## config.mk

```make
export PLATFORM = sky130hd
export DESIGN_NAME = fpu_bus_interface_bootstrap
export DESIGN_NICKNAME = d
export VERILOG_FILES = /design/src/rtl/fpu_port_pkg.sv /design/src/rtl/word_fifo.sv /design/src/rtl/fpu_bus_interface_bootstrap.sv
export SDC_FILE = /design/constraint.sdc
export NUM_CORES = 1
export LEC_CHECK = 0
export BUFFER_PORTS_ARGS = -buffer_cell sky130_fd_sc_hd__buf_2
export CAP_MARGIN = 20
export CELL_PAD_IN_SITES_DETAIL_PLACEMENT = 1
export CELL_PAD_IN_SITES_GLOBAL_PLACEMENT = 1
export CORE_MARGIN = 2
export CORE_UTILIZATION = 39
export DETAILED_ROUTE_END_ITERATION = 7
export PLACE_DENSITY = 0.71
export SYNTH_ARGS = -nofsm -noshare
export SYNTH_HDL_FRONTEND = slang
export SYNTH_SLANG_ARGS = --single-unit
```

## constraint.sdc

```tcl
create_clock -name clock -period 10.3 [get_ports clock]
set_clock_uncertainty 0.15 [all_clocks]
set_input_delay 1.545 -clock clock [delete_from_list [all_inputs] [get_ports clock]]
set_output_delay 1.545 -clock clock [all_outputs]
set_load 0.1 [all_outputs]
```

## src/rtl/fpu_port_pkg.sv

```systemverilog
// constants for the floating-point processor bus interface
package fpu_port_pkg;
    localparam int          DATA_W        = 32;
    localparam int          ADDR_W        = 16;
    localparam int          BOOT_WORDS    = 65;
    localparam int          BLOCK_MAX     = 512;
    localparam int          BLK_CNT_W     = 10;
    localparam int          REG_IDX_W     = 5;
    localparam int          REG_COUNT     = 32;
    localparam logic [31:0] CONFIG_INIT   = 32'hffe00420;
    localparam logic [15:0] CODE_ORIGIN   = 16'h0000;
    localparam logic [9:0]  BLK_ONE       = 10'h001;
    localparam logic [4:0]  RESULT_REG    = 5'h00;
    localparam int          FIFO_DEPTH    = 4;

    typedef enum logic [2:0] {
        ST_IDLE   = 3'b000,
        ST_BOOT   = 3'b001,
        ST_RUN    = 3'b010,
        ST_TO_EXP = 3'b011,
        ST_TO_LOC = 3'b100
    } seq_state_e;
endpackage : fpu_port_pkg

```

## src/rtl/word_fifo.sv

```systemverilog
// small flip-flop fifo with valid/ready on both sides
`timescale 1ns/1ns
`default_nettype none
module word_fifo #(
    parameter int WIDTH = 32,
    parameter int DEPTH = 4
) (
    input  wire logic             clock,
    input  wire logic             rst,
    input  wire logic             clk_en,
    input  wire logic [WIDTH-1:0] in_data,
    input  wire logic             in_valid,
    output logic                  in_ready,
    output logic      [WIDTH-1:0] out_data,
    output logic                  out_valid,
    input  wire logic             out_ready
);
    localparam int PW = $clog2(DEPTH);

    logic [WIDTH-1:0] mem_reg [DEPTH];
    logic [PW-1:0]    wr_reg, wr_next, rd_reg, rd_next;
    logic [PW:0]      cnt_reg, cnt_next;
    logic             push, pop;

    assign in_ready  = (cnt_reg != (PW+1)'(DEPTH));
    assign out_valid = (cnt_reg != '0);
    assign out_data  = mem_reg[rd_reg];
    assign push      = in_valid && in_ready;
    assign pop       = out_valid && out_ready;

    always_comb begin
        wr_next  = push ? PW'((wr_reg + 1'b1) % DEPTH) : wr_reg;
        rd_next  = pop ? PW'((rd_reg + 1'b1) % DEPTH) : rd_reg;
        cnt_next = cnt_reg + (PW+1)'(push) - (PW+1)'(pop);
    end

    always_ff @(posedge clock) begin
        if (rst) begin
            wr_reg  <= '0;
            rd_reg  <= '0;
            cnt_reg <= '0;
        end else if (clk_en) begin
            wr_reg  <= wr_next;
            rd_reg  <= rd_next;
            cnt_reg <= cnt_next;
            if (push) begin
                mem_reg[wr_reg] <= in_data;
            end
        end
    end
endmodule : word_fifo
`default_nettype wire

```

## src/rtl/fpu_bus_interface_bootstrap.sv

```systemverilog
// bus interface, data flow control and bootstrap loader
// Overview of operation
// - stall input low freezes sequencer, fifo and datapath registers without loss; input synchronisers keep sampling.
// - while stalled only write strobe and local bus enable pins can change, following the host mode select synchroniser.
// - reset clears sequencer, pipeline, state, status, exception disables only.
// - coprocessor mode: type select high means instruction, low means memory operand.
// - write strobe is host input in coprocessor mode, device output standalone.
// - two bidirectional 32-bit data buses plus 16-bit expansion address bus.
// - data/code space output selects data or program memory, 64K each.
// - coprocessor mode takes instructions and data on local bus, optional program fetch.
// - standalone supports local-only data or data on either port.
// - one 32-bit operand per cycle; double takes two consecutive cycles.
// - one move instruction transfers a block of operands.
// - block transfers between buses, either direction: up to 512 words, or 512 doubles (1024 words) toward local.
// - standalone: one core operand may come straight from local bus.
// - standalone: result written to register and local bus together.
// - boot loader reads 65 local words, copies the last 64 to program memory, then runs at zero.
// - first boot word goes into the configuration register.
// - memory write enable low while expansion bus carries write data.
// - configuration register initial value is ffe00420.
`timescale 1ns/1ns
`default_nettype none
module fpu_bus_interface_bootstrap
    import fpu_port_pkg::*;
#(
    parameter int BOOT_LEN = fpu_port_pkg::BOOT_WORDS
) (
    input  wire logic                           clock,
    input  wire logic                           rst,
    input  wire logic                           clk_en,
    input  wire logic                           ready_pin,
    input  wire logic                           host_mode_select,
    input  wire logic                           operand_type_select,
    input  wire logic                           row_strobe,
    input  wire logic                           write_n_in,
    output logic                                write_n_out,
    output logic                                write_n_oe,
    input  wire logic [fpu_port_pkg::DATA_W-1:0] local_addr_data_bus_in,
    output logic      [fpu_port_pkg::DATA_W-1:0] local_addr_data_bus_out,
    output logic                                local_addr_data_bus_oe,
    input  wire logic [fpu_port_pkg::DATA_W-1:0] expansion_data_bus_in,
    output logic      [fpu_port_pkg::DATA_W-1:0] expansion_data_bus_out,
    output logic                                expansion_data_bus_oe,
    output logic      [fpu_port_pkg::ADDR_W-1:0] expansion_addr_bus,
    output logic                                data_code_space_sel,
    output logic                                expansion_write_n,
    input  wire logic                           move_start,
    input  wire logic                           move_to_exp,
    input  wire logic [fpu_port_pkg::BLK_CNT_W-1:0] move_len,
    input  wire logic [fpu_port_pkg::ADDR_W-1:0] move_addr,
    input  wire logic                           move_data_space,
    input  wire logic                           double_op,
    input  wire logic [fpu_port_pkg::REG_IDX_W-1:0] move_reg,
    input  wire logic [fpu_port_pkg::DATA_W-1:0] core_result,
    input  wire logic                           core_result_valid,
    output logic                                core_operand_local_sel,
    output logic      [fpu_port_pkg::DATA_W-1:0] core_operand,
    output logic      [fpu_port_pkg::DATA_W-1:0] config_value,
    output logic                                instr_valid,
    output logic      [fpu_port_pkg::DATA_W-1:0] instr_word,
    output logic                                busy,
    output logic      [fpu_port_pkg::ADDR_W-1:0] program_counter
);
    import fpu_port_pkg::*;

    // ----------------------------------------------------------------
    // input synchronisers and stall
    // ----------------------------------------------------------------
    logic [1:0] rdy_sync, mode_sync, ots_sync, row_sync, wen_sync;
    logic       run_en, standalone;

    always_ff @(posedge clock) begin
        if (rst) begin
            rdy_sync  <= 2'h0;
            mode_sync <= 2'h0;
            ots_sync  <= 2'h0;
            row_sync  <= 2'h0;
            wen_sync  <= 2'h3;
        end else if (clk_en) begin
            rdy_sync  <= {rdy_sync[0], ready_pin};
            mode_sync <= {mode_sync[0], host_mode_select};
            ots_sync  <= {ots_sync[0], operand_type_select};
            row_sync  <= {row_sync[0], row_strobe};
            wen_sync  <= {wen_sync[0], write_n_in};
        end
    end

    assign run_en     = clk_en && rdy_sync[1];
    assign standalone = mode_sync[1];

    // ----------------------------------------------------------------
    // local bus input fifo
    // ----------------------------------------------------------------
    logic [DATA_W-1:0] loc_in_s, loc_in_q;
    logic [DATA_W-1:0] fifo_data;
    logic              fifo_valid, fifo_ready, fifo_in_ready, loc_strobe, ots_q;

    always_ff @(posedge clock) begin
        if (clk_en) begin
            loc_in_s <= local_addr_data_bus_in;
            loc_in_q <= loc_in_s;
        end
    end

    // coprocessor word taken when host strobe and row strobe line up
    assign loc_strobe = standalone ? 1'b1 : (!wen_sync[1] && row_sync[1]);

    word_fifo #(.WIDTH(DATA_W + 1), .DEPTH(FIFO_DEPTH)) u_fifo (
        .clock     (clock),
        .rst       (rst),
        .clk_en    (run_en),
        .in_data   ({ots_sync[1], loc_in_q}),
        .in_valid  (loc_strobe && !local_addr_data_bus_oe),
        .in_ready  (fifo_in_ready),
        .out_data  ({ots_q, fifo_data}),
        .out_valid (fifo_valid),
        .out_ready (fifo_ready)
    );

    // ----------------------------------------------------------------
    // sequencer
    // ----------------------------------------------------------------
    seq_state_e        st_reg, st_next;
    logic [ADDR_W-1:0] addr_reg, addr_next, pc_reg, pc_next;
    logic [BLK_CNT_W-1:0] cnt_reg, cnt_next;
    logic [REG_IDX_W-1:0] ridx_reg, ridx_next;
    logic              half_reg, half_next, dsp_reg, dsp_next;
    logic              wr_reg, wr_next, ioe_reg, ioe_next, moe_reg, moe_next;
    logic [DATA_W-1:0] mout_reg, mout_next, lout_reg, lout_next;
    logic [DATA_W-1:0] cfg_reg, cfg_next, instr_reg, instr_next;
    logic              iv_reg, iv_next, lsel_reg, lsel_next;
    logic [DATA_W-1:0] opnd_reg, opnd_next;
    logic [DATA_W-1:0] dreg [REG_COUNT];
    logic              dreg_we;
    logic [DATA_W-1:0] dreg_wd;

    function automatic logic last_word(input logic [BLK_CNT_W-1:0] c);
        return c <= BLK_ONE;
    endfunction : last_word

    always_comb begin
        st_next    = st_reg;
        addr_next  = addr_reg;
        pc_next    = pc_reg;
        cnt_next   = cnt_reg;
        ridx_next  = ridx_reg;
        half_next  = half_reg;
        dsp_next   = dsp_reg;
        wr_next    = 1'b0;
        moe_next   = 1'b0;
        ioe_next   = 1'b0;
        mout_next  = mout_reg;
        lout_next  = lout_reg;
        cfg_next   = cfg_reg;
        instr_next = instr_reg;
        iv_next    = 1'b0;
        lsel_next  = 1'b0;
        opnd_next  = opnd_reg;
        fifo_ready = 1'b0;
        dreg_we    = 1'b0;
        dreg_wd    = fifo_data;
        case (st_reg)
            ST_IDLE: begin
                half_next = 1'b0;
                if (standalone) begin
                    st_next   = ST_BOOT;
                    cnt_next  = BLK_CNT_W'(BOOT_LEN);
                    addr_next = CODE_ORIGIN;
                end else begin
                    st_next = ST_RUN;
                end
            end
            ST_BOOT: begin
                fifo_ready = 1'b1;
                addr_next  = addr_reg + ADDR_W'(wr_reg);
                if (fifo_valid) begin
                    if (half_reg) begin
                        mout_next = fifo_data;
                        moe_next  = 1'b1;
                        wr_next   = 1'b1;
                        dsp_next  = 1'b0;
                    end else begin
                        cfg_next  = fifo_data;
                    end
                    half_next = 1'b1;
                    cnt_next  = cnt_reg - 1'b1;
                    if (last_word(cnt_reg)) begin
                        st_next = ST_RUN;
                        pc_next = CODE_ORIGIN;
                    end
                end
            end
            ST_RUN: begin
                if (move_start) begin
                    cnt_next  = (move_len > BLK_CNT_W'(BLOCK_MAX)) ? BLK_CNT_W'(BLOCK_MAX)
                                                                  : move_len;
                    addr_next = move_addr;
                    ridx_next = move_reg;
                    dsp_next  = move_data_space;
                    half_next = 1'b0;
                    st_next   = move_to_exp ? ST_TO_EXP : ST_TO_LOC;
                end else if (core_result_valid && standalone) begin
                    lout_next = core_result;
                    ioe_next  = 1'b1;
                    dreg_we   = 1'b1;
                    dreg_wd   = core_result;
                    ridx_next = RESULT_REG;
                end else begin
                    fifo_ready = 1'b1;
                    if (fifo_valid) begin
                        if (standalone) begin
                            opnd_next = fifo_data;
                            lsel_next = 1'b1;
                        end else if (ots_q) begin
                            instr_next = fifo_data;
                            iv_next    = 1'b1;
                        end else begin
                            dreg_we   = 1'b1;
                            ridx_next = ridx_reg + 1'b1;
                        end
                    end
                end
            end
            ST_TO_EXP: begin
                fifo_ready = 1'b1;
                addr_next  = addr_reg + ADDR_W'(wr_reg);
                if (fifo_valid) begin
                    mout_next = fifo_data;
                    moe_next  = 1'b1;
                    wr_next   = 1'b1;
                    cnt_next  = cnt_reg - 1'b1;
                    if (last_word(cnt_reg)) begin
                        st_next = ST_RUN;
                    end
                end
            end
            ST_TO_LOC: begin
                // one word per cycle; doubles take two cycles
                lout_next = expansion_data_bus_in;
                ioe_next  = 1'b1;
                dreg_we   = 1'b1;
                dreg_wd   = expansion_data_bus_in;
                ridx_next = ridx_reg + 1'b1;
                addr_next = addr_reg + 1'b1;
                half_next = double_op ? !half_reg : 1'b0;
                if (!(double_op && !half_reg)) begin
                    cnt_next = cnt_reg - 1'b1;
                    if (last_word(cnt_reg)) begin
                        st_next = ST_RUN;
                    end
                end
            end
            default: st_next = ST_IDLE;
        endcase
    end

    always_ff @(posedge clock) begin
        if (rst) begin
            st_reg   <= ST_IDLE;
            pc_reg   <= '0;
            half_reg <= 1'b0;
            wr_reg   <= 1'b0;
            ioe_reg  <= 1'b0;
            moe_reg  <= 1'b0;
            iv_reg   <= 1'b0;
            lsel_reg <= 1'b0;
            cfg_reg  <= CONFIG_INIT;
        end else if (run_en) begin
            st_reg   <= st_next;
            pc_reg   <= pc_next;
            half_reg <= half_next;
            wr_reg   <= wr_next;
            ioe_reg  <= ioe_next;
            moe_reg  <= moe_next;
            iv_reg   <= iv_next;
            lsel_reg <= lsel_next;
            cfg_reg  <= cfg_next;
        end
    end

    // datapath registers are left untouched by reset
    always_ff @(posedge clock) begin
        if (run_en) begin
            addr_reg  <= addr_next;
            cnt_reg   <= cnt_next;
            ridx_reg  <= ridx_next;
            dsp_reg   <= dsp_next;
            mout_reg  <= mout_next;
            lout_reg  <= lout_next;
            instr_reg <= instr_next;
            opnd_reg  <= opnd_next;
            if (dreg_we) begin
                dreg[ridx_reg] <= dreg_wd;
            end
        end
    end

    // ----------------------------------------------------------------
    // outputs
    // ----------------------------------------------------------------
    assign expansion_addr_bus      = addr_reg;
    assign data_code_space_sel     = dsp_reg;
    assign expansion_write_n       = !wr_reg;
    assign expansion_data_bus_out  = mout_reg;
    assign expansion_data_bus_oe   = moe_reg;
    assign local_addr_data_bus_out = lout_reg;
    assign local_addr_data_bus_oe  = ioe_reg && standalone;
    assign write_n_out             = !(ioe_reg && standalone);
    assign write_n_oe              = standalone;
    assign config_value            = cfg_reg;
    assign instr_word              = instr_reg;
    assign instr_valid             = iv_reg;
    assign core_operand            = opnd_reg;
    assign core_operand_local_sel  = lsel_reg;
    assign busy                    = (st_reg != ST_RUN) || !fifo_in_ready;
    assign program_counter         = pc_reg;
endmodule : fpu_bus_interface_bootstrap
`default_nettype wire

```

==> impl_results.md <==
* Status: finished, final reports clean
* Synthesized area at ~15000 sq um
* Max reg flops at about 130
* Clock tree buffer depth at 3
* CTS sink cnt at just over 400
* TritonCTS clock tree: built
* First-pass GRT wire length at 56.4 mm
* Final hold violation count at 0
* Core area at 38600 sq um
* Worst min path class: flop to flop
* Min-delay src: loc_in_s[12]$_DFFE_PP_
* Fin worst setup slack at 6.47 ns
* IR drop worst, VDD at ~0.15 mV
* GRT Overall Usage at 18.3%
* Initial antenna violation count at 4
* Max_cap viols at 0
* GR Overflow Total at 0
* Measured slew at the worst slew-check pin at 1.03 ns
* H-Tree Depth at 2
* Die H at 201 microns
* Element type at the critical path start: flop
* RR Endpoint: expansion_addr_bus[10]$_DFFE_PP_
* Crit path from: st_reg[1]$_SDFFE_PP0P_
* Routed Antenna Nets at 0
* Fin. max-slew vios at 0
* RSZ-0062 raised after global routing: false
* Hold_ws at between 0.2 and 0.3 ns
* Min cycle time layout at between 3 and 4 ns
* Top cells by area, synth: edfxtp_1 (69%), dfxtp_1 (7.8%), mux4_2 (4.9%)
* Final Cycle Share at 37.2%
* Largest net degree at the start of global routing at 64
* Post-synth ARST share at 0%
* Critical Path End: busy
* Via Count at just under 9000
* Vias in the first global route at 9370
* Most frequent cells in the layout: edfxtp_1 (351), buf_2 (318), nand2_1 (95)
* Std cell rows at 72
* Maximum clock frequency at 0.261 GHz
* Commonest non-fill, non-tap cell in the layout: edfxtp_1
* Root buf cell: clkbuf_16
* Die area at 40600 sq um
* Drt drc at 0
* Number of CTS-inserted buffers at 42
* Share of post-route cells with drive strength above 1 at a little under two fifths
* Crit path DAT at 2.14 ns
* Reg2reg start: st_reg[2]$_SDFFE_PP0P_
* Total negative slack at 0 ns
* Synth Area per Inst at 17.2 sq um
* Synth area leader: edfxtp_1
* Synth Instances at 882
* R2R depth at 8
* Syn. warnings at 0
* Pre-CTS WS at 6.17 ns
* Die X at a little over 200 microns
* Critical Path Sink Type: primary output
* CP Class: flop to primary output
* Post-cts hold buffer count at 0
* Pwr/cell area at 183 nW/um^2
* Nets at 1368
* CP Max Fanout at 23
* Leak at a little under 0.007 uW
* Register area share after synthesis at 77.1%
* Gpl congestion at 0.772
* Post-synth EDFFs at 351
* Post-CTS setup buffers at 0
* Max_slew headroom at 31.1%
* R2R Setup Slk at roughly 7.2 ns
* P&R area growth vs syn at 23.3%
* Placed wire-length estimate at approximately 24 mm
* Boundary pin count at roughly 340
* Unique masters post-synth at 59
* Flops & latches, synth at 410
* Vias per cell at 4.95
* FILL cells at 3894
* Clock transition at the registers of the reported paths at 0.06 ns
* Effective utilization at floorplan at 39.4%
* Final setup violation count at 0
* First-pass detailed-route iteration total at 4
* Worst skew pair latency at 0.57 ns
* WL/cell at 21.1 microns
* DR iter-0 viols at 456
* Yosys top cell area share at approximately 69%
* CP required at 8.61 ns
* Post-CTS sizing at 0
* PortBufs at 319
* Total Wirelength at 37.4 mm
* Top_reg_cell synth: edfxtp_1
==> how the worst min path moves through the flow <==
| stage | endpoint | depth (start not counted) |
|---|---|---|
| after floorplan | loc_in_q[0]$_DFFE_PP_ | 0 |
| after global placement | loc_in_q[4]$_DFFE_PP_ | 0 |
| after detailed placement | loc_in_q[14]$_DFFE_PP_ | 0 |
| after CTS | loc_in_q[14]$_DFFE_PP_ | 0 |
| after global routing | loc_in_q[14]$_DFFE_PP_ | 0 |
| final | loc_in_q[12]$_DFFE_PP_ | 0 |
==> worst max-delay path, stage by stage (launching register included) <==
cell and delay [ns]:
dfxtp_1 0.63, nor3b_2 0.24, buf_4 0.30, nand2_1 0.08, buf_2 0.31
==> synthesized netlist by cell type (all sizes together) (2+ instances only) <==
cell       n
a2111oi    2
a211o      4
a211oi     2
a21oi     31
a221o      2
a22o       8
a31oi      2
and2       8
and3       3
buf       32
clkbuf    22
dfxtp     59
edfxtp   351
ha        10
inv       19
mux2      34
mux2i     13
mux4      33
nand2     95
nand2b     3
nand3     10
nand3b    14
nand4      4
nor2      29
nor2b      6
nor3      12
nor3b      4
nor4       3
nor4b      3
o2111ai    2
o211ai     2
o21ai     16
or2        2
or3        2
or3b       3
or4        3
xnor2      9
xor2      13
==> cells by family after synthesis <==
logic type,count (synthesis),share of synthesized area [%]
DFF,410,77.1
and+or+nand+nor,207,6.69
muxes,80,8.29
AOI/OAI and AO/OA,78,3.35
buffers and inverters,73,2.31
xor gates and xnor gates,22,1.27
adders and majority gates,11,0.955
other,1,0.0247
==> per-layer routing <==
layer	wire [microns]	track usage [%]
met5	8	0
met4	856	5.99
met3	2270	4.84
met2	19000	31.5
met1	15300	22.4
==> metrics by stage <==
stage / instance area (sq um) / power [uW] / instances / util (%)
floorplan: 15300 / 1910 / 897 / -
global placement: 17300 / 1950 / 1690 / 45.0
detailed placement: 17300 / 1950 / 1690 / 45.0
CTS: 18700 / 3470 / 1767 / 48.6
global route: 18700 / 3540 / 1769 / 48.6
finish: 18700 / 3430 / 1771 / 48.6
==> report_power, final <==
part	leakage (uW)	switching, uW	total (uW)	internal (uW)
Clock	0.000668	638	1510	873
Sequential	0.00368	13.6	1830	1820
Combinational	0.00245	56.4	86.0	29.5
Total	0.00680	708	3430	2720
==> area by class of cell <==
type                    count  area, sq um  share of cell area, %
diodes                      3         7.51                 0.0400
flip-flops and latches    410        11700                   62.5
clock inverters            19          216                   1.15
well taps                 518          648                   3.46
clock buffers              58         1160                   6.19
repair buffers            330         1690                   9.04
multi-input cells         414         3220                   17.2
inverters                  19         71.3                  0.380
(Power assumes the default switching activity.)
